`config.mk`:
```
export PLATFORM = sky130hd
export DESIGN_NAME = rtc_alarm_timer_irq_core
export DESIGN_NICKNAME = d
export VERILOG_FILES = /design/src/core/rtc_pkg.sv /design/src/core/rtc_fld_if.sv /design/src/core/rtc_field_counter.sv /design/src/core/rtc_alarm_timer_irq_core.sv
export SDC_FILE = /design/constraint.sdc
export NUM_CORES = 1
export LEC_CHECK = 0
export BUFFER_PORTS_ARGS = -buffer_cell sky130_fd_sc_hd__clkbuf_2
export CORE_ASPECT_RATIO = 2
export CORE_UTILIZATION = 63
export DETAILED_ROUTE_END_ITERATION = 6
export PLACE_DENSITY_LB_ADDON = 0.08
export SLEW_MARGIN = 10
export SYNTH_ARGS = -nofsm -noshare
export SYNTH_HDL_FRONTEND = slang
export SYNTH_SLANG_ARGS = --single-unit
```
`constraint.sdc`:
```
create_clock -name clk_sys -period 4 [get_ports clk_sys]
set_input_delay 0.8 -clock clk_sys [delete_from_list [all_inputs] [get_ports clk_sys]]
set_output_delay 0.8 -clock clk_sys [all_outputs]
set_load 0.005 [all_outputs]
```
`src/core/rtc_pkg.sv`:
```
// Package of register map, field layout and timing constants for the clock core
package rtc_pkg;
  // ----------------------------------------------------------------
  // Register offsets
  // ----------------------------------------------------------------
  localparam logic [7:0] A_HUND     = 8'h00;
  localparam logic [7:0] A_SEC      = 8'h01;
  localparam logic [7:0] A_MIN      = 8'h02;
  localparam logic [7:0] A_HOUR     = 8'h03;
  localparam logic [7:0] A_DATE     = 8'h04;
  localparam logic [7:0] A_MONTH    = 8'h05;
  localparam logic [7:0] A_YEAR     = 8'h06;
  localparam logic [7:0] A_DOW      = 8'h07;
  localparam logic [7:0] A_CTRL     = 8'h08;
  localparam logic [7:0] A_STATUS   = 8'h09;
  localparam logic [7:0] A_TMR_LOAD = 8'h0a;
  localparam logic [7:0] A_TMR_CTRL = 8'h0b;
  localparam logic [7:0] A_TMR_CNT  = 8'h0c;
  localparam logic [7:0] A_ALM_BASE = 8'h10;
  localparam logic [7:0] A_ALM_LAST = 8'h15;
  localparam int         ALM_N      = 6;
  localparam logic [7:0] ALM_EN_MASK = 8'h80;
  localparam logic [7:0] ALM_VAL_MASK = 8'h7f;

  // ----------------------------------------------------------------
  // Control register fields
  // ----------------------------------------------------------------
  localparam int CTL_ALM_EN   = 0;
  localparam int CTL_REPEAT   = 1;
  localparam int CTL_FSEL_LO  = 2;
  localparam int CTL_FSEL_HI  = 3;
  localparam int CTL_FUNC1    = 4;
  localparam int CTL_SEL2_ALM = 5;
  localparam int CTL_SEL2_TMR = 6;
  localparam int CTL_IRQ1_EN  = 7;
  localparam logic [7:0] CTRL_RST = 8'h00;

  // Status bits
  localparam int ST_ALM  = 0;
  localparam int ST_TMR  = 1;
  localparam int ST_HALT = 2;

  // Timer control bits
  localparam int TC_EN     = 0;
  localparam int TC_CLK_LO = 1;
  localparam int TC_CLK_HI = 2;

  // ----------------------------------------------------------------
  // Field limits and calendar
  // ----------------------------------------------------------------
  localparam logic [7:0] V0      = 8'h00;
  localparam logic [7:0] V1      = 8'h01;
  localparam logic [7:0] HUND_HI = 8'h63;
  localparam logic [7:0] SEC_HI  = 8'h3b;
  localparam logic [7:0] HOUR_HI = 8'h17;
  localparam logic [7:0] YEAR_HI = 8'h63;
  localparam logic [7:0] MON_HI  = 8'h0c;
  localparam logic [7:0] DOW_HI  = 8'h06;
  localparam logic [7:0] FEB     = 8'h02;
  localparam logic [7:0] APR     = 8'h04;
  localparam logic [7:0] JUN     = 8'h06;
  localparam logic [7:0] SEP     = 8'h09;
  localparam logic [7:0] NOV     = 8'h0b;
  localparam logic [7:0] D28     = 8'h1c;
  localparam logic [7:0] D29     = 8'h1d;
  localparam logic [7:0] D30     = 8'h1e;
  localparam logic [7:0] D31     = 8'h1f;

  // ----------------------------------------------------------------
  // Timebase
  // ----------------------------------------------------------------
  localparam logic [16:0] XTAL_HZ   = 17'h08000;
  localparam logic [16:0] HUND_STEP = 17'h00064;
  localparam int          PRE_W     = 15;
  localparam int          F4096_BIT = 2;
  localparam int          F1024_BIT = 4;
  localparam int          F1_BIT    = 14;
endpackage : rtc_pkg

```
`src/core/rtc_fld_if.sv`:
```
// Interface joining one time or calendar field counter to the core
`timescale 1ns/10ps
`default_nettype none
interface rtc_fld_if #(parameter int W = 8);
  logic         inc;
  logic         wr;
  logic [W-1:0] wdata;
  logic [W-1:0] lo;
  logic [W-1:0] hi;
  logic [W-1:0] value;
  logic         carry;
  modport ctl (output inc, output wr, output wdata, output lo, output hi, input value, input carry);
  modport cnt (input inc, input wr, input wdata, input lo, input hi, output value, output carry);
endinterface : rtc_fld_if
`default_nettype wire

```
`src/core/rtc_field_counter.sv`:
```
// One wrapping time or calendar field counter
`timescale 1ns/10ps
`default_nettype none
module rtc_field_counter #(
  parameter int         W   = 8,
  parameter logic [7:0] RST = 8'h00
) (
  input wire logic clk_sys,
  input wire logic rst_b,
  rtc_fld_if.cnt   f
);
  logic [W-1:0] value_q;
  logic [W-1:0] value_d;

  assign f.carry = f.inc && (value_q == f.hi);
  assign f.value = value_q;
  assign value_d = f.wr ? f.wdata : (f.carry ? f.lo : value_q + 1'b1);

  // Host write wins over a tick in the same cycle
  always_ff @(posedge clk_sys) begin
    if (!rst_b) begin
      value_q <= RST[W-1:0];
    end else if (f.wr || f.inc) begin
      value_q <= value_d;
    end
  end
endmodule : rtc_field_counter
`default_nettype wire

```
`src/core/rtc_alarm_timer_irq_core.sv`:
```
// Clock, calendar, alarm, timer and interrupt pin core
// Functional notes
// Sub-second, second, minute and hour counters each read back as their own register.
// Date, month, year and day of week each live in their own register.
// The calendar rolls over through 2099 and adds 29 February in every fourth year by itself.
// The alarm fires when all enabled alarm fields match the running time, any of second, minute, hour, date, month and day of week being usable.
// An alarm sets a status flag and, when configured, pulls the first or the second pin low.
// In repeat mode the alarm fires again at every match, its period set by which fields are enabled.
// Timer expiry sets a status flag and, when configured, pulls only the second pin low.
// Timekeeping advances from the crystal-rate timebase on the crystal input, crystal or external source.
// The first pin is open drain, only ever pulled low or released.
// A control field chooses interrupt or frequency output for the first pin, and the pin follows it.
// In interrupt mode the first pin asserts while an alarm is pending; the code asserts it only when CTL_IRQ1_EN is also set.
// In frequency mode the first pin carries a host-selected division of the crystal clock.
// A control field chooses whether alarm or timer events go to the second pin.
// The alarm is disabled while frequency output is enabled.
// After reset the clock stays halted until the host writes a clock register.
// Alarm and timer flags stay set until the host clears them.
// An interrupt pin in interrupt mode is released while nothing enabled for it is pending.
`timescale 1ns/10ps
`default_nettype none
module rtc_alarm_timer_irq_core
  import rtc_pkg::*;
#(
  parameter int FW = 8
) (
  input  wire logic       clk_sys,
  input  wire logic       rst_b,
  input  wire logic       crystal_input,
  output logic            crystal_output,
  input  wire logic [7:0] reg_addr,
  input  wire logic [7:0] reg_wdata,
  input  wire logic       reg_wr,
  input  wire logic       reg_rd,
  output logic      [7:0] reg_rdata,
  output logic            first_irq_or_freq_pin_o,
  output logic            first_irq_or_freq_pin_oe,
  output logic            second_irq_pin_o,
  output logic            second_irq_pin_oe
);
  // ----------------------------------------------------------------
  // Timebase input synchroniser
  // ----------------------------------------------------------------
  logic             xs1_q;
  logic             xs2_q;
  logic             xs3_q;
  logic             xlvl_q;
  logic             xtal_tick;
  logic [PRE_W-1:0] pre_q;

  assign crystal_output = ~xlvl_q;
  assign xtal_tick      = (xs2_q == xs3_q) && xs2_q && !xlvl_q;

  always_ff @(posedge clk_sys) begin
    if (!rst_b) begin
      xs1_q  <= 1'b0;
      xs2_q  <= 1'b0;
      xs3_q  <= 1'b0;
      xlvl_q <= 1'b0;
    end else begin
      xs1_q <= crystal_input;
      xs2_q <= xs1_q;
      xs3_q <= xs2_q;
      if (xs2_q == xs3_q) begin
        xlvl_q <= xs2_q;
      end
    end
  end

  // Crystal prescaler feeding the frequency output
  always_ff @(posedge clk_sys) begin
    if (!rst_b) begin
      pre_q <= '0;
    end else if (xtal_tick) begin
      pre_q <= pre_q + 1'b1;
    end
  end

  // ----------------------------------------------------------------
  // Register write decode
  // ----------------------------------------------------------------
  logic       wr_hund, wr_sec, wr_min, wr_hour;
  logic       wr_date, wr_mon, wr_year, wr_dow;
  logic       wr_ctrl, wr_stat, wr_tload, wr_tctrl;
  logic       wr_time;
  logic       wr_alm;
  logic [7:0] alm_idx;

  assign wr_hund  = reg_wr && (reg_addr == A_HUND);
  assign wr_sec   = reg_wr && (reg_addr == A_SEC);
  assign wr_min   = reg_wr && (reg_addr == A_MIN);
  assign wr_hour  = reg_wr && (reg_addr == A_HOUR);
  assign wr_date  = reg_wr && (reg_addr == A_DATE);
  assign wr_mon   = reg_wr && (reg_addr == A_MONTH);
  assign wr_year  = reg_wr && (reg_addr == A_YEAR);
  assign wr_dow   = reg_wr && (reg_addr == A_DOW);
  assign wr_ctrl  = reg_wr && (reg_addr == A_CTRL);
  assign wr_stat  = reg_wr && (reg_addr == A_STATUS);
  assign wr_tload = reg_wr && (reg_addr == A_TMR_LOAD);
  assign wr_tctrl = reg_wr && (reg_addr == A_TMR_CTRL);
  assign wr_time  = reg_wr && (reg_addr <= A_DOW);
  assign wr_alm   = reg_wr && (reg_addr >= A_ALM_BASE) && (reg_addr <= A_ALM_LAST);
  assign alm_idx  = reg_addr - A_ALM_BASE;

  // ----------------------------------------------------------------
  // Run control and sub-second divider
  // ----------------------------------------------------------------
  logic        run_q;
  logic [16:0] frac_q;
  logic [16:0] frac_sum;
  logic        hund_tick;

  assign frac_sum  = frac_q + HUND_STEP;
  assign hund_tick = run_q && xtal_tick && (frac_sum >= XTAL_HZ);

  always_ff @(posedge clk_sys) begin
    if (!rst_b) begin
      run_q  <= 1'b0;
      frac_q <= '0;
    end else begin
      if (wr_time) begin
        run_q <= 1'b1;
      end
      if (wr_hund) begin
        frac_q <= '0;
      end else if (run_q && xtal_tick) begin
        frac_q <= hund_tick ? frac_sum - XTAL_HZ : frac_sum;
      end
    end
  end

  // ----------------------------------------------------------------
  // Time and calendar fields
  // ----------------------------------------------------------------
  rtc_fld_if #(.W(FW)) f_hund ();
  rtc_fld_if #(.W(FW)) f_sec ();
  rtc_fld_if #(.W(FW)) f_min ();
  rtc_fld_if #(.W(FW)) f_hour ();
  rtc_fld_if #(.W(FW)) f_date ();
  rtc_fld_if #(.W(FW)) f_mon ();
  rtc_fld_if #(.W(FW)) f_year ();
  rtc_fld_if #(.W(FW)) f_dow ();

  logic       leap;
  logic [7:0] mdays;

  assign leap  = (f_year.value[1:0] == 2'b00);
  assign mdays = (f_mon.value == FEB) ? (leap ? D29 : D28) :
                 ((f_mon.value == APR) || (f_mon.value == JUN) ||
                  (f_mon.value == SEP) || (f_mon.value == NOV)) ? D30 : D31;

  // Carry chain through every field
  assign f_hund.inc = hund_tick;
  assign f_sec.inc  = f_hund.carry;
  assign f_min.inc  = f_sec.carry;
  assign f_hour.inc = f_min.carry;
  assign f_date.inc = f_hour.carry;
  assign f_dow.inc  = f_hour.carry;
  assign f_mon.inc  = f_date.carry;
  assign f_year.inc = f_mon.carry;

  assign f_hund.lo = V0;
  assign f_hund.hi = HUND_HI;
  assign f_sec.lo  = V0;
  assign f_sec.hi  = SEC_HI;
  assign f_min.lo  = V0;
  assign f_min.hi  = SEC_HI;
  assign f_hour.lo = V0;
  assign f_hour.hi = HOUR_HI;
  assign f_date.lo = V1;
  assign f_date.hi = mdays;
  assign f_mon.lo  = V1;
  assign f_mon.hi  = MON_HI;
  assign f_year.lo = V0;
  assign f_year.hi = YEAR_HI;
  assign f_dow.lo  = V0;
  assign f_dow.hi  = DOW_HI;

  assign f_hund.wr = wr_hund;
  assign f_sec.wr  = wr_sec;
  assign f_min.wr  = wr_min;
  assign f_hour.wr = wr_hour;
  assign f_date.wr = wr_date;
  assign f_mon.wr  = wr_mon;
  assign f_year.wr = wr_year;
  assign f_dow.wr  = wr_dow;

  assign f_hund.wdata = reg_wdata;
  assign f_sec.wdata  = reg_wdata;
  assign f_min.wdata  = reg_wdata;
  assign f_hour.wdata = reg_wdata;
  assign f_date.wdata = reg_wdata;
  assign f_mon.wdata  = reg_wdata;
  assign f_year.wdata = reg_wdata;
  assign f_dow.wdata  = reg_wdata;

  rtc_field_counter #(.W(FW), .RST(V0)) u_hund (.clk_sys(clk_sys), .rst_b(rst_b), .f(f_hund));
  rtc_field_counter #(.W(FW), .RST(V0)) u_sec  (.clk_sys(clk_sys), .rst_b(rst_b), .f(f_sec));
  rtc_field_counter #(.W(FW), .RST(V0)) u_min  (.clk_sys(clk_sys), .rst_b(rst_b), .f(f_min));
  rtc_field_counter #(.W(FW), .RST(V0)) u_hour (.clk_sys(clk_sys), .rst_b(rst_b), .f(f_hour));
  rtc_field_counter #(.W(FW), .RST(V1)) u_date (.clk_sys(clk_sys), .rst_b(rst_b), .f(f_date));
  rtc_field_counter #(.W(FW), .RST(V1)) u_mon  (.clk_sys(clk_sys), .rst_b(rst_b), .f(f_mon));
  rtc_field_counter #(.W(FW), .RST(V0)) u_year (.clk_sys(clk_sys), .rst_b(rst_b), .f(f_year));
  rtc_field_counter #(.W(FW), .RST(V0)) u_dow  (.clk_sys(clk_sys), .rst_b(rst_b), .f(f_dow));

  // ----------------------------------------------------------------
  // Control, alarm and timer registers
  // ----------------------------------------------------------------
  logic [7:0] ctrl_q;
  logic [7:0] alm_q [ALM_N];
  logic [7:0] tload_q;
  logic [7:0] tctrl_q;
  logic [7:0] tcnt_q;
  logic       sec_evt_q;
  logic       alm_done_q;
  logic       alm_flag_q;
  logic       tmr_flag_q;

  always_ff @(posedge clk_sys) begin
    if (!rst_b) begin
      ctrl_q  <= CTRL_RST;
      tload_q <= '0;
      tctrl_q <= '0;
      for (int i = 0; i < ALM_N; i++) begin
        alm_q[i] <= '0;
      end
    end else begin
      if (wr_ctrl) begin
        ctrl_q <= reg_wdata;
      end
      if (wr_tload) begin
        tload_q <= reg_wdata;
      end
      if (wr_tctrl) begin
        tctrl_q <= reg_wdata;
      end
      if (wr_alm) begin
        alm_q[alm_idx[2:0]] <= reg_wdata;
      end
    end
  end

  // ----------------------------------------------------------------
  // Alarm compare
  // ----------------------------------------------------------------
  logic [ALM_N-1:0] fld_en;
  logic [ALM_N-1:0] fld_ok;
  logic [7:0]       cur [ALM_N];
  logic             alm_active;
  logic             alm_match;
  logic             alm_hit;

  assign cur[0] = f_sec.value;
  assign cur[1] = f_min.value;
  assign cur[2] = f_hour.value;
  assign cur[3] = f_date.value;
  assign cur[4] = f_mon.value;
  assign cur[5] = f_dow.value;

  for (genvar g = 0; g < ALM_N; g++) begin : g_cmp
    assign fld_en[g] = |(alm_q[g] & ALM_EN_MASK);
    assign fld_ok[g] = !fld_en[g] || ((alm_q[g] & ALM_VAL_MASK) == cur[g]);
  end

  assign alm_active = ctrl_q[CTL_ALM_EN] && !ctrl_q[CTL_FUNC1];
  assign alm_match  = (&fld_ok) && (|fld_en);
  // Compared once per second, after the counters have settled
  assign alm_hit    = sec_evt_q && alm_active && alm_match &&
                      (ctrl_q[CTL_REPEAT] || !alm_done_q);

  // ----------------------------------------------------------------
  // Timer
  // ----------------------------------------------------------------
  logic [3:0] tsrc;
  logic       tmr_tick;
  logic       tmr_exp;

  // A field's carry marks the tick of the next field up
  assign tsrc     = {f_min.carry, f_sec.carry, f_hund.carry, hund_tick};
  assign tmr_tick = tctrl_q[TC_EN] && tsrc[tctrl_q[TC_CLK_HI:TC_CLK_LO]];
  assign tmr_exp  = tmr_tick && (tcnt_q <= V1);

  always_ff @(posedge clk_sys) begin
    if (!rst_b) begin
      tcnt_q <= '0;
    end else if (wr_tload || tmr_exp) begin
      tcnt_q <= wr_tload ? reg_wdata : tload_q;
    end else if (tmr_tick) begin
      tcnt_q <= tcnt_q - 1'b1;
    end
  end

  // ----------------------------------------------------------------
  // Status flags, set wins over clear
  // ----------------------------------------------------------------
  always_ff @(posedge clk_sys) begin
    if (!rst_b) begin
      sec_evt_q  <= 1'b0;
      alm_done_q <= 1'b0;
      alm_flag_q <= 1'b0;
      tmr_flag_q <= 1'b0;
    end else begin
      sec_evt_q <= f_hund.carry;
      if (alm_hit) begin
        alm_done_q <= 1'b1;
      end else if (wr_ctrl) begin
        alm_done_q <= 1'b0;
      end
      if (alm_hit) begin
        alm_flag_q <= 1'b1;
      end else if (wr_stat && reg_wdata[ST_ALM]) begin
        alm_flag_q <= 1'b0;
      end
      if (tmr_exp) begin
        tmr_flag_q <= 1'b1;
      end else if (wr_stat && reg_wdata[ST_TMR]) begin
        tmr_flag_q <= 1'b0;
      end
    end
  end

  // ----------------------------------------------------------------
  // Interrupt and frequency pins
  // ----------------------------------------------------------------
  logic [3:0] fsrc;
  logic       fout_lvl;
  logic       irq1_pend;
  logic       second_irq_pin_pend;

  assign fsrc     = {pre_q[F1_BIT], pre_q[F1024_BIT], pre_q[F4096_BIT], xlvl_q};
  assign fout_lvl = fsrc[ctrl_q[CTL_FSEL_HI:CTL_FSEL_LO]];
  assign irq1_pend = ctrl_q[CTL_IRQ1_EN] && alm_flag_q;
  assign second_irq_pin_pend = (ctrl_q[CTL_SEL2_ALM] && alm_flag_q) ||
                     (ctrl_q[CTL_SEL2_TMR] && tmr_flag_q);

  // Open drain: the data output is always low, only the enable moves
  assign first_irq_or_freq_pin_o  = 1'b0;
  assign first_irq_or_freq_pin_oe = ctrl_q[CTL_FUNC1] ? !fout_lvl : irq1_pend;
  assign second_irq_pin_o         = 1'b0;
  assign second_irq_pin_oe        = second_irq_pin_pend;

  // ----------------------------------------------------------------
  // Register read
  // ----------------------------------------------------------------
  logic [7:0] rd_mux;
  logic [7:0] status;

  assign status = {5'h00, !run_q, tmr_flag_q, alm_flag_q};

  always_comb begin
    rd_mux = '0;
    if (reg_addr == A_HUND) begin
      rd_mux = f_hund.value;
    end else if (reg_addr == A_SEC) begin
      rd_mux = f_sec.value;
    end else if (reg_addr == A_MIN) begin
      rd_mux = f_min.value;
    end else if (reg_addr == A_HOUR) begin
      rd_mux = f_hour.value;
    end else if (reg_addr == A_DATE) begin
      rd_mux = f_date.value;
    end else if (reg_addr == A_MONTH) begin
      rd_mux = f_mon.value;
    end else if (reg_addr == A_YEAR) begin
      rd_mux = f_year.value;
    end else if (reg_addr == A_DOW) begin
      rd_mux = f_dow.value;
    end else if (reg_addr == A_CTRL) begin
      rd_mux = ctrl_q;
    end else if (reg_addr == A_STATUS) begin
      rd_mux = status;
    end else if (reg_addr == A_TMR_LOAD) begin
      rd_mux = tload_q;
    end else if (reg_addr == A_TMR_CTRL) begin
      rd_mux = tctrl_q;
    end else if (reg_addr == A_TMR_CNT) begin
      rd_mux = tcnt_q;
    end else if ((reg_addr >= A_ALM_BASE) && (reg_addr <= A_ALM_LAST)) begin
      rd_mux = alm_q[alm_idx[2:0]];
    end
  end

  always_ff @(posedge clk_sys) begin
    if (!rst_b) begin
      reg_rdata <= '0;
    end else if (reg_rd) begin
      reg_rdata <= rd_mux;
    end
  end
endmodule : rtc_alarm_timer_irq_core
`default_nettype wire

```
# --- After elaboration in Yosys (flattened, before gate mapping) ---
# Memory sizes are Yosys's and may differ from the RTL's.
# Index checks and enable logic that the tools add are counted.
classes:
  multipliers: 0
  eq_ne: 32
  shift: 0
  order_cmp: 7
  n_mux: 55
  bitwise: 2
  div_mod_pow: 0
  reduce_logical: 81
  add_sub_neg: 13
op_table:
  columns: ["cell", "count"]
  rows:
  - ["$mux W8", 34]
  - ["$add A8 B1 Y8 const B", 8]
  - ["$eq A8 B4 Y1 const B", 8]
  - ["$eq A8 B3 Y1 const B", 7]
  - ["$eq A7 B8 Y1", 6]
  - ["$logic_and A1 B1 Y1", 40]
  - ["$eq A8 B2 Y1 const B", 3]
  - ["$logic_or A1 B1 Y1", 20]
  - ["$add A17 B7 Y17 const B", 1]
  - ["$ge A17 B16 Y1 const B", 1]
  - ["$mux W17", 1]
  - ["$sub A17 B16 Y17 const B", 1]
  - ["$eq A8 B6 Y1 const B", 2]
  - ["$eq A8 B7 Y1 const B", 2]
  - ["$mux W1", 16]
  - ["$add A15 B1 Y15 const B", 1]
  - ["$logic_not A1 Y1", 11]
  - ["$eq A8 B1 Y1 const B", 1]
  - ["$eq A8 B5 Y1", 1]
  - ["$eq A8 B5 Y1 const B", 1]
  - ["$ge A8 B5 Y1 const B", 1]
  - ["$le A8 B1 Y1 const B", 1]
  - ["$le A8 B3 Y1 const B", 1]
  - ["$le A8 B5 Y1 const B", 1]
  - ["other kinds (15)", 21]
word_totals:
  latch_bits: 0
  output_inout_bits: 13
  ram_bits: 48
  mem_count: 1
  inputBits: 21
  rom_bits: 0
  reg_bits: 145
mem_list:
  columns: ["name", "depth", "word_bits", "read_ports", "rd_ports_with_merged_regs", "write_ports", "line", "rtl"]
  rows:
  - ["alm_q", 6, 8, 7, 0, 6, "rtc_alarm_timer_irq_core.sv:210", "logic [7:0] alm_q [ALM_N];"]

# --- Depth between registers and ports, before layout ---
# Gate-level depths: netlist of the first run.
logic_depth:
  depth_word: 16
  depth_mapped: 15

# --- Cells and area by module ---
# Synthesis of the first run repeated with hierarchy kept, for this count alone.
unflattened:
  hier_cells: 1476
  area_unflattened_um2: 13269.0
modules_own_cells:
  columns: ["mod", "instances", "cells_per_inst", "area_per_inst_um2"]
  rows:
  - ["rtc_alarm_timer_irq_core", 1, 888, 7850.0]
  - ["rtc_field_counter (u_dow ...)", 6, 73, 688.2]
  - ["rtc_field_counter (u_mon)", 1, 75, 649.4]
  - ["rtc_field_counter (u_date)", 1, 75, 640.6]

# --- Worst setup path before layout of the first run ---
# Ideal clock, no wire load.
synth_path:
  kind: "input port to flip-flop"
  start: "input port reg_addr[0]"
  end: "memory alm_q[5][0], enable pin"
  t_required_ps: 3616
  setup_ps: 384
  slack_ps: 797
  arrival_time_ps: 2819
  path_stages: 6
  path_cell_list: "clkbuf_1 > clkbuf_1 > clkbuf_1 > buf_1 > nand3_1 > o21ai_0"
synth_lines:
  columns: ["element", "line", "rtl"]
  rows:
  - ["start, declared", "rtc_alarm_timer_irq_core.sv:31", "input wire logic [7:0] reg_addr,"]
  - ["end, declared", "rtc_alarm_timer_irq_core.sv:210", null]

# --- Worst setup path after layout of the first run ---
layout_path:
  start: "register u_mon.value_q[0] (netlist: u_mon.f.value[0])"
  end: "register u_mon.value_q[6] (netlist: u_mon.f.value[6])"
layout_between:
  elab_chain_len: 11
layout_rtl:
  columns: ["element", "line", "rtl"]
  rows:
  - ["start, declared", "rtc_field_counter.sv:12", "logic [W-1:0] value_q;"]
  - ["start signal, assigned", "rtc_field_counter.sv:22", "value_q <= RST[W-1:0];"]
  - ["start signal, assigned", "rtc_field_counter.sv:24", "value_q <= value_d;"]
  - ["$eq A8 B3 Y1", "rtc_alarm_timer_irq_core.sv:149", "((f_mon.value == APR) || (f_mon.value == JUN) ||"]
  - ["$logic_or A1 B1 Y1 (2 in a row)", "rtc_alarm_timer_irq_core.sv:149", null]
  - ["$logic_or A1 B1 Y1", "rtc_alarm_timer_irq_core.sv:150", "(f_mon.value == SEP) || (f_mon.value == NOV)) ? D30 : D31;"]
  - ["$mux W1", "rtc_alarm_timer_irq_core.sv:150", null]
  - ["$mux W2", "rtc_alarm_timer_irq_core.sv:148", "assign mdays = (f_mon.value == FEB) ? (leap ? D29 : D28) :"]
  - ["$eq A8 B5 Y1", "rtc_field_counter.sv:15", "assign f.carry = f.inc && (value_q == f.hi);"]
  - ["$logic_and A1 B1 Y1 (2 in a row)", "rtc_field_counter.sv:15", null]
  - ["$mux W8 (2 in a row)", "rtc_field_counter.sv:17", "assign value_d = f.wr ? f.wdata : (f.carry ? f.lo : value_q + 1'b1);"]
# Several ways; a longest one is shown, not always the timed one.
# A chain may end at the register's enable or synchronous reset.

==> out/metrics.yaml, run 1 <==
status: "complete, no violations"
design_area_um2: 13320
min_to: "alm_done_q"
r2r_slack_ps: 570
place.gp.congestion: 1.039
ant_nets: 0
async_flop_share: 0
grt_pass1_wl_mm: 66.25
slew_violations: 0
netlist_top_cells_area: "dfxtp_1, edfxtp_1, nand2_1, a21oi_1, mux2i_1"
syn_to_final_growth_pct: 9.067
place_inst: 1665
final_cells: 1700
synth_ff_type: "dfxtp_1"
slew_headroom: 0.4742
via_count: 11740
clock_latency_ps: 550
min_path_type: "reg2reg"
drc: 0
cts.sinks: 201
htreeDepth: 1
dp_hpwl_mm: 30.65
row_count: 71
cts_buffer_depth: 3
yosysWarnings: 0
synth_most_common_cell: "dfxtp_1"
cts_buffers: 20
initial_core_util: 0.6454
synth_cell_types: 82
boundaryPins: 34
synth_commonest_cells: "dfxtp_1, nand2_1, a21oi_1, nor2_1, o21ai_0"
r2r_start: "u_mon.f.value[0]"
routedWlPerCell_um: 25.91
setup_viol: 0
ff2ff_path_depth: 10
yosys.area.top_type: "dfxtp_1"
portBuffers: 31
drv_cap: 0
period_needed_ps: 3429
worst_slew_pin_slew_ps: 780.4
die_area_um2: 19980
start_kind: "flop"
die-height_um: 198.9
grt_overflow: 0
ir_drop_mv: 0.4293
clockRootBuffer: "clkbuf_16"
viasPerCell: 6.906
synth_edf_count: 58
p_leak_uw: 0.004885
grt_pass1_vias: 11220
tns_ps: 0
core_um2: 18920
cts_hold_buf: 0
cts_tree: "done"
routed_wl_mm: 44.06
die_w_um: 100.4
largestRegisters: "alm_q x58, frac_q x15, pre_q x15"
ys_seq_elements: 201
rr_endpoint: "u_mon.f.value[6]"
nFillCells: 1572
final_util: 0.7039
largest_reg_flops: 58
crit_fanout: 19
dr.pass1.iters: 6
critPathKind: "reg2reg"
cp.required_ps: 4480
grt_max_degree: 80
num_antenna_cells: 0
power_density_nw_per_um2: 331.4
clk_pin_slew_ps: 60
antenna_found_initial: 0
skew_ps: 14.65
fin_crit_sh: 0.8572
synth_cells: 1427
post_cts_buffers: 0
synthesis.area_um2: 12210
fmax_ghz: 0.2917
wl_met3_mm: 3.889
drt_iter0_markers: 1126
grt_util_all_layers: 0.4543
hold_depth: 2
route.met2.wl_mm: 20.95
largest-register: "alm_q"
synth_seq_area_share: 0.3770
synth_top_area_share: 0.2344
postSynthAreaPerCell_um2: 8.558
rsz0062_at_grt: "false"
drive_gt1_frac: 0.1059
m1WireLength_mm: 14.10
nets: 1473
dpl_cell_area_um2: 12680
arrival_ps: 3900
top_layer: "met4"
hp-start: "alm_done_q"
finalHoldViolCount: 0
end_kind: "flop"
post_cts_resized: 0
## area by class of cell
type / instances / area (µm²) / share of cell area
inverter: 30 / 112.6 / 0.008455
sequential: 201 / 4604 / 0.3457
tap: 255 / 319.1 / 0.02395
clock buffer: 28 / 571.8 / 0.04293
multi-input combinational: 1099 / 7099 / 0.5330
clock inverter: 7 / 63.81 / 0.004791
timing repair buffer: 80 / 548.0 / 0.04115
## power breakdown
part           internal (µW)  switching [µW]  leakage [µW]
sequential              2130            44.6       0.00170
clock                   1060             848      0.000305
combinational            106             219       0.00288
## worst max-delay path by stage
stage / startpoint / endpoint / depth (start not counted)
finish: u_mon.f.value[0] / u_mon.f.value[6] / 10
global route: u_mon.f.value[0] / u_mon.f.value[6] / 9
CTS: u_mon.f.value[0] / u_mon.f.value[7] / 9
detailed placement: reg_addr[0] / reg_rdata[4] / 9
global placement: u_mon.f.value[0] / u_mon.f.value[6] / 9
floorplan: reg_addr[0] / alm_q[5][0] / 6
## kinds of logic after synthesis
group                      count (synthesis)  synth area share
and+or+nand+nor                          550            0.2349
AOI/OAI and AO/OA                        355            0.1825
DFF                                      201            0.3770
buffers and inverters                    138           0.04600
xor gates and xnor gates                  90           0.06455
muxes                                     72           0.07418
adders and majority gates                 20           0.02049
other                                      1         0.0003071
## metrics by stage
| step | worst slack [ps] | hold WS (ps) | power (µW) |
|---|---|---|---|
| final | 571.4 | 450.1 | 4414 |
| after global routing | 372.5 | 487.2 | 4495 |
| after CTS | 737.3 | 449.8 | 4379 |
| after detailed placement | 738.1 | 442.0 | 2525 |
| after global placement | 758.3 | 433.6 | 2521 |
| after floorplan | 796.9 | 411.9 | 2390 |
## metal layers
layer | up-vias | GRT usage
met5 | - | 0
met4 | 0 | 0.4192
met3 | 298 | 0.1089
met2 | 687 | 0.7549
met1 | 5539 | 0.4621
li1 | 5217 | -
## worst max-delay path, cell delays in order (launching register included)
cell and delay (ps):
dfxtp_1 670, inv_1 250, ha_1 290, nor2_1 100, o22ai_1 110, o311a_1 370, o21ai_0 120, nand2_1 290
nand4b_4 410, or4_1 580, a31oi_1 160
## cell usage in the layout (no fill, tap or decap), types with 13 or more instances in the layout
cell type / Yosys / routed
nand4_1: 36 / 36
o21ai_0: 98 / 98
nand2b_1: 13 / 13
nor2_1: 103 / 103
nor3_1: 16 / 16
clkbuf_2: 0 / 31
mux2i_1: 50 / 50
ha_1: 20 / 20
a31oi_1: 26 / 26
mux4_2: 14 / 14
buf_4: 5 / 47
nand3_1: 58 / 58
o22ai_1: 23 / 23
a21oi_1: 103 / 103
clkbuf_16: 0 / 21
and3_1: 42 / 42
and2_1: 55 / 55
xnor2_1: 42 / 42
inv_1: 30 / 29
nand2_1: 142 / 142
xor2_1: 48 / 48
edfxtp_1: 58 / 58
dfxtp_1: 143 / 143
Power figures use the tool's default switching activity.
==> run 2, diff against run 1 <==
==> constraint.sdc (replaced) <==
create_clock -name clk_sys -period 3.16 [get_ports clk_sys]
set_input_delay 0.632 -clock clk_sys [delete_from_list [all_inputs] [get_ports clk_sys]]
set_output_delay 0.632 -clock clk_sys [all_outputs]
set_load 0.005 [all_outputs]
==> run 2 against run 1 <==
Net effect: the run now ends with DRC left; combinational power is 34% higher; first-iteration DRC count is 12% higher; final cell count is 3.1% higher; wire length is 3.2% higher; maximum frequency is 15% higher; register-to-register slack worse by 400 ps; final area is 3.4% higher; power is 29% higher; critical path type unchanged; critical endpoint unchanged.
==> out/metrics.yaml, run 2 (synthesized netlist as in run 1, its figures left out) <==
p_leak_uw: 0.005154
cp.required_ps: 3640
largestRegisters: "alm_q x58, frac_q x15, pre_q x15"
postLayoutSetupSlackWorst_ps: 173.7
status: "finished, violations left"
cts_hold_buf: 0
slew_headroom: 0.3914
clockRootBuffer: "clkbuf_16"
initial_core_util: 0.6454
cts_tree: "done"
finalHoldViolCount: 0
drive_gt1_frac: 0.1419
multiInputGateArea_um2: 7128
dpl_cell_area_um2: 13050
grt_pass1_vias: 11790
skew_ps: 26.23
grt_max_degree: 65
final_cell_mix: "nand2_1, dfxtp_1, nor2_1, a21oi_1, o21ai_0"
regArea_um2: 4606
clk_pin_slew_ps: 70
drc: 8
largest_reg_flops: 58
htreeDepth: 1
failed_checks: "DRC"
dp_hpwl_mm: 31.97
via_count: 12010
portBuffers: 31
slew_violations: 0
grt_overflow: 0
power_density_nw_per_um2: 413.3
nets: 1521
core_um2: 18920
fmax_ghz: 0.3349
nFillCells: 1513
crit_fanout: 19
routed_wl_mm: 45.46
end_kind: "flop"
cts_buffers: 20
largest-register: "alm_q"
routedWlPerCell_um: 25.93
drv_cap: 0
row_count: 71
place.gp.congestion: 1.066
dr.pass1.iters: 7
min_path_type: "in2reg"
cts.sinks: 201
viasPerCell: 6.853
start_kind: "flop"
clock_latency_ps: 550
ant_nets: 0
grt_util_all_layers: 0.4738
cts_buffer_depth: 3
boundaryPins: 34
tns_ps: 0
period_needed_ps: 2986
antenna_found_initial: 3
fin_crit_sh: 0.9450
setup_viol: 0
ir_drop_mv: 0.4523
die-height_um: 198.9
worst_slew_pin_slew_ps: 905.9
critPathKind: "reg2reg"
design_area_um2: 13780
arrival_ps: 3470
die_area_um2: 19980
syn_to_final_growth_pct: 12.81
dp_slack_ps: 149.7
grt_pass1_wl_mm: 69.18
die_w_um: 100.4
drt_iter0_markers: 1258
==> run 2: cell count changes in the layout (fill, tap and decap cells not counted), sizes merged <==
cell      before  now
clkbuf        59   57
inv           31   30
diode          0    4
buf           49   97
clkinvlp       2    3
clkinv         3    6
==> run 2: where the power goes <==
group	total, µW	internal (µW)	switching, µW
clock network	2520	1410	1100
logic	434	143	290
registers	2740	2700	46.6
==> run 2: through the flow <==
| step | hold WS, ps | power, µW | util | std cells |
|---|---|---|---|---|
| finish | 370.3 | 5693 | 0.7280 | 1753 |
| global route | 378.2 | 5808 | 0.7276 | 1750 |
| CTS | 409.0 | 5660 | 0.7253 | 1748 |
| detailed placement | 433.1 | 3208 | 0.6896 | 1712 |
| global placement | 431.0 | 3203 | 0.6896 | 1712 |
| floorplan | 411.9 | 3025 | - | 1438 |
==> run 2: what timing repair did <==
action                     4_1_cts  5_1_grt
resized for setup                0        8
setup buffers                    0        1
setup endpoints to repair        0       37
==> run 2: per-layer routing <==
metal  vias up  track usage  share of wire
met4         4       0.4418           0.11
met5         -            0        0.00095
met3       342       0.1574          0.090
met1      5626       0.4684           0.32
met2       728       0.7689           0.47
li1       5314            -              -
==> run 2: cell type report <==
| cell class | instances | area share |
|---|---|---|
| clock inverters | 10 | 0.005813 |
| multi-input cells | 1099 | 0.5174 |
| diodes | 4 | 0.0007266 |
| repair buffers | 128 | 0.06712 |
| well taps | 255 | 0.02316 |
| flip-flops and latches | 201 | 0.3343 |
| inverters | 30 | 0.008174 |
| clock buffers | 26 | 0.04323 |
==> run 2: worst max-delay path, stage by stage, from the launching register on <==
cell	delay, ps
dfxtp_1	370
ha_2	240
a211o_4	380
a211oi_1	270
a41o_1	150
nand3_1	150
o21ai_4	320
nand4b_4	290
or4_1	590
a31oi_1	160
==> run 2: path summary, 6_finish.rpt <==
path	from	endpoint	slack, ps	cells after the start
worst min-delay path	crystal_input	xs1_q	370	2
worst max register to register	frac_q[3]	u_mon.f.value[6]	170	9
worst min register to register	xs1_q	xs2_q	450	1
worst max-delay path	frac_q[3]	u_mon.f.value[6]	170	9
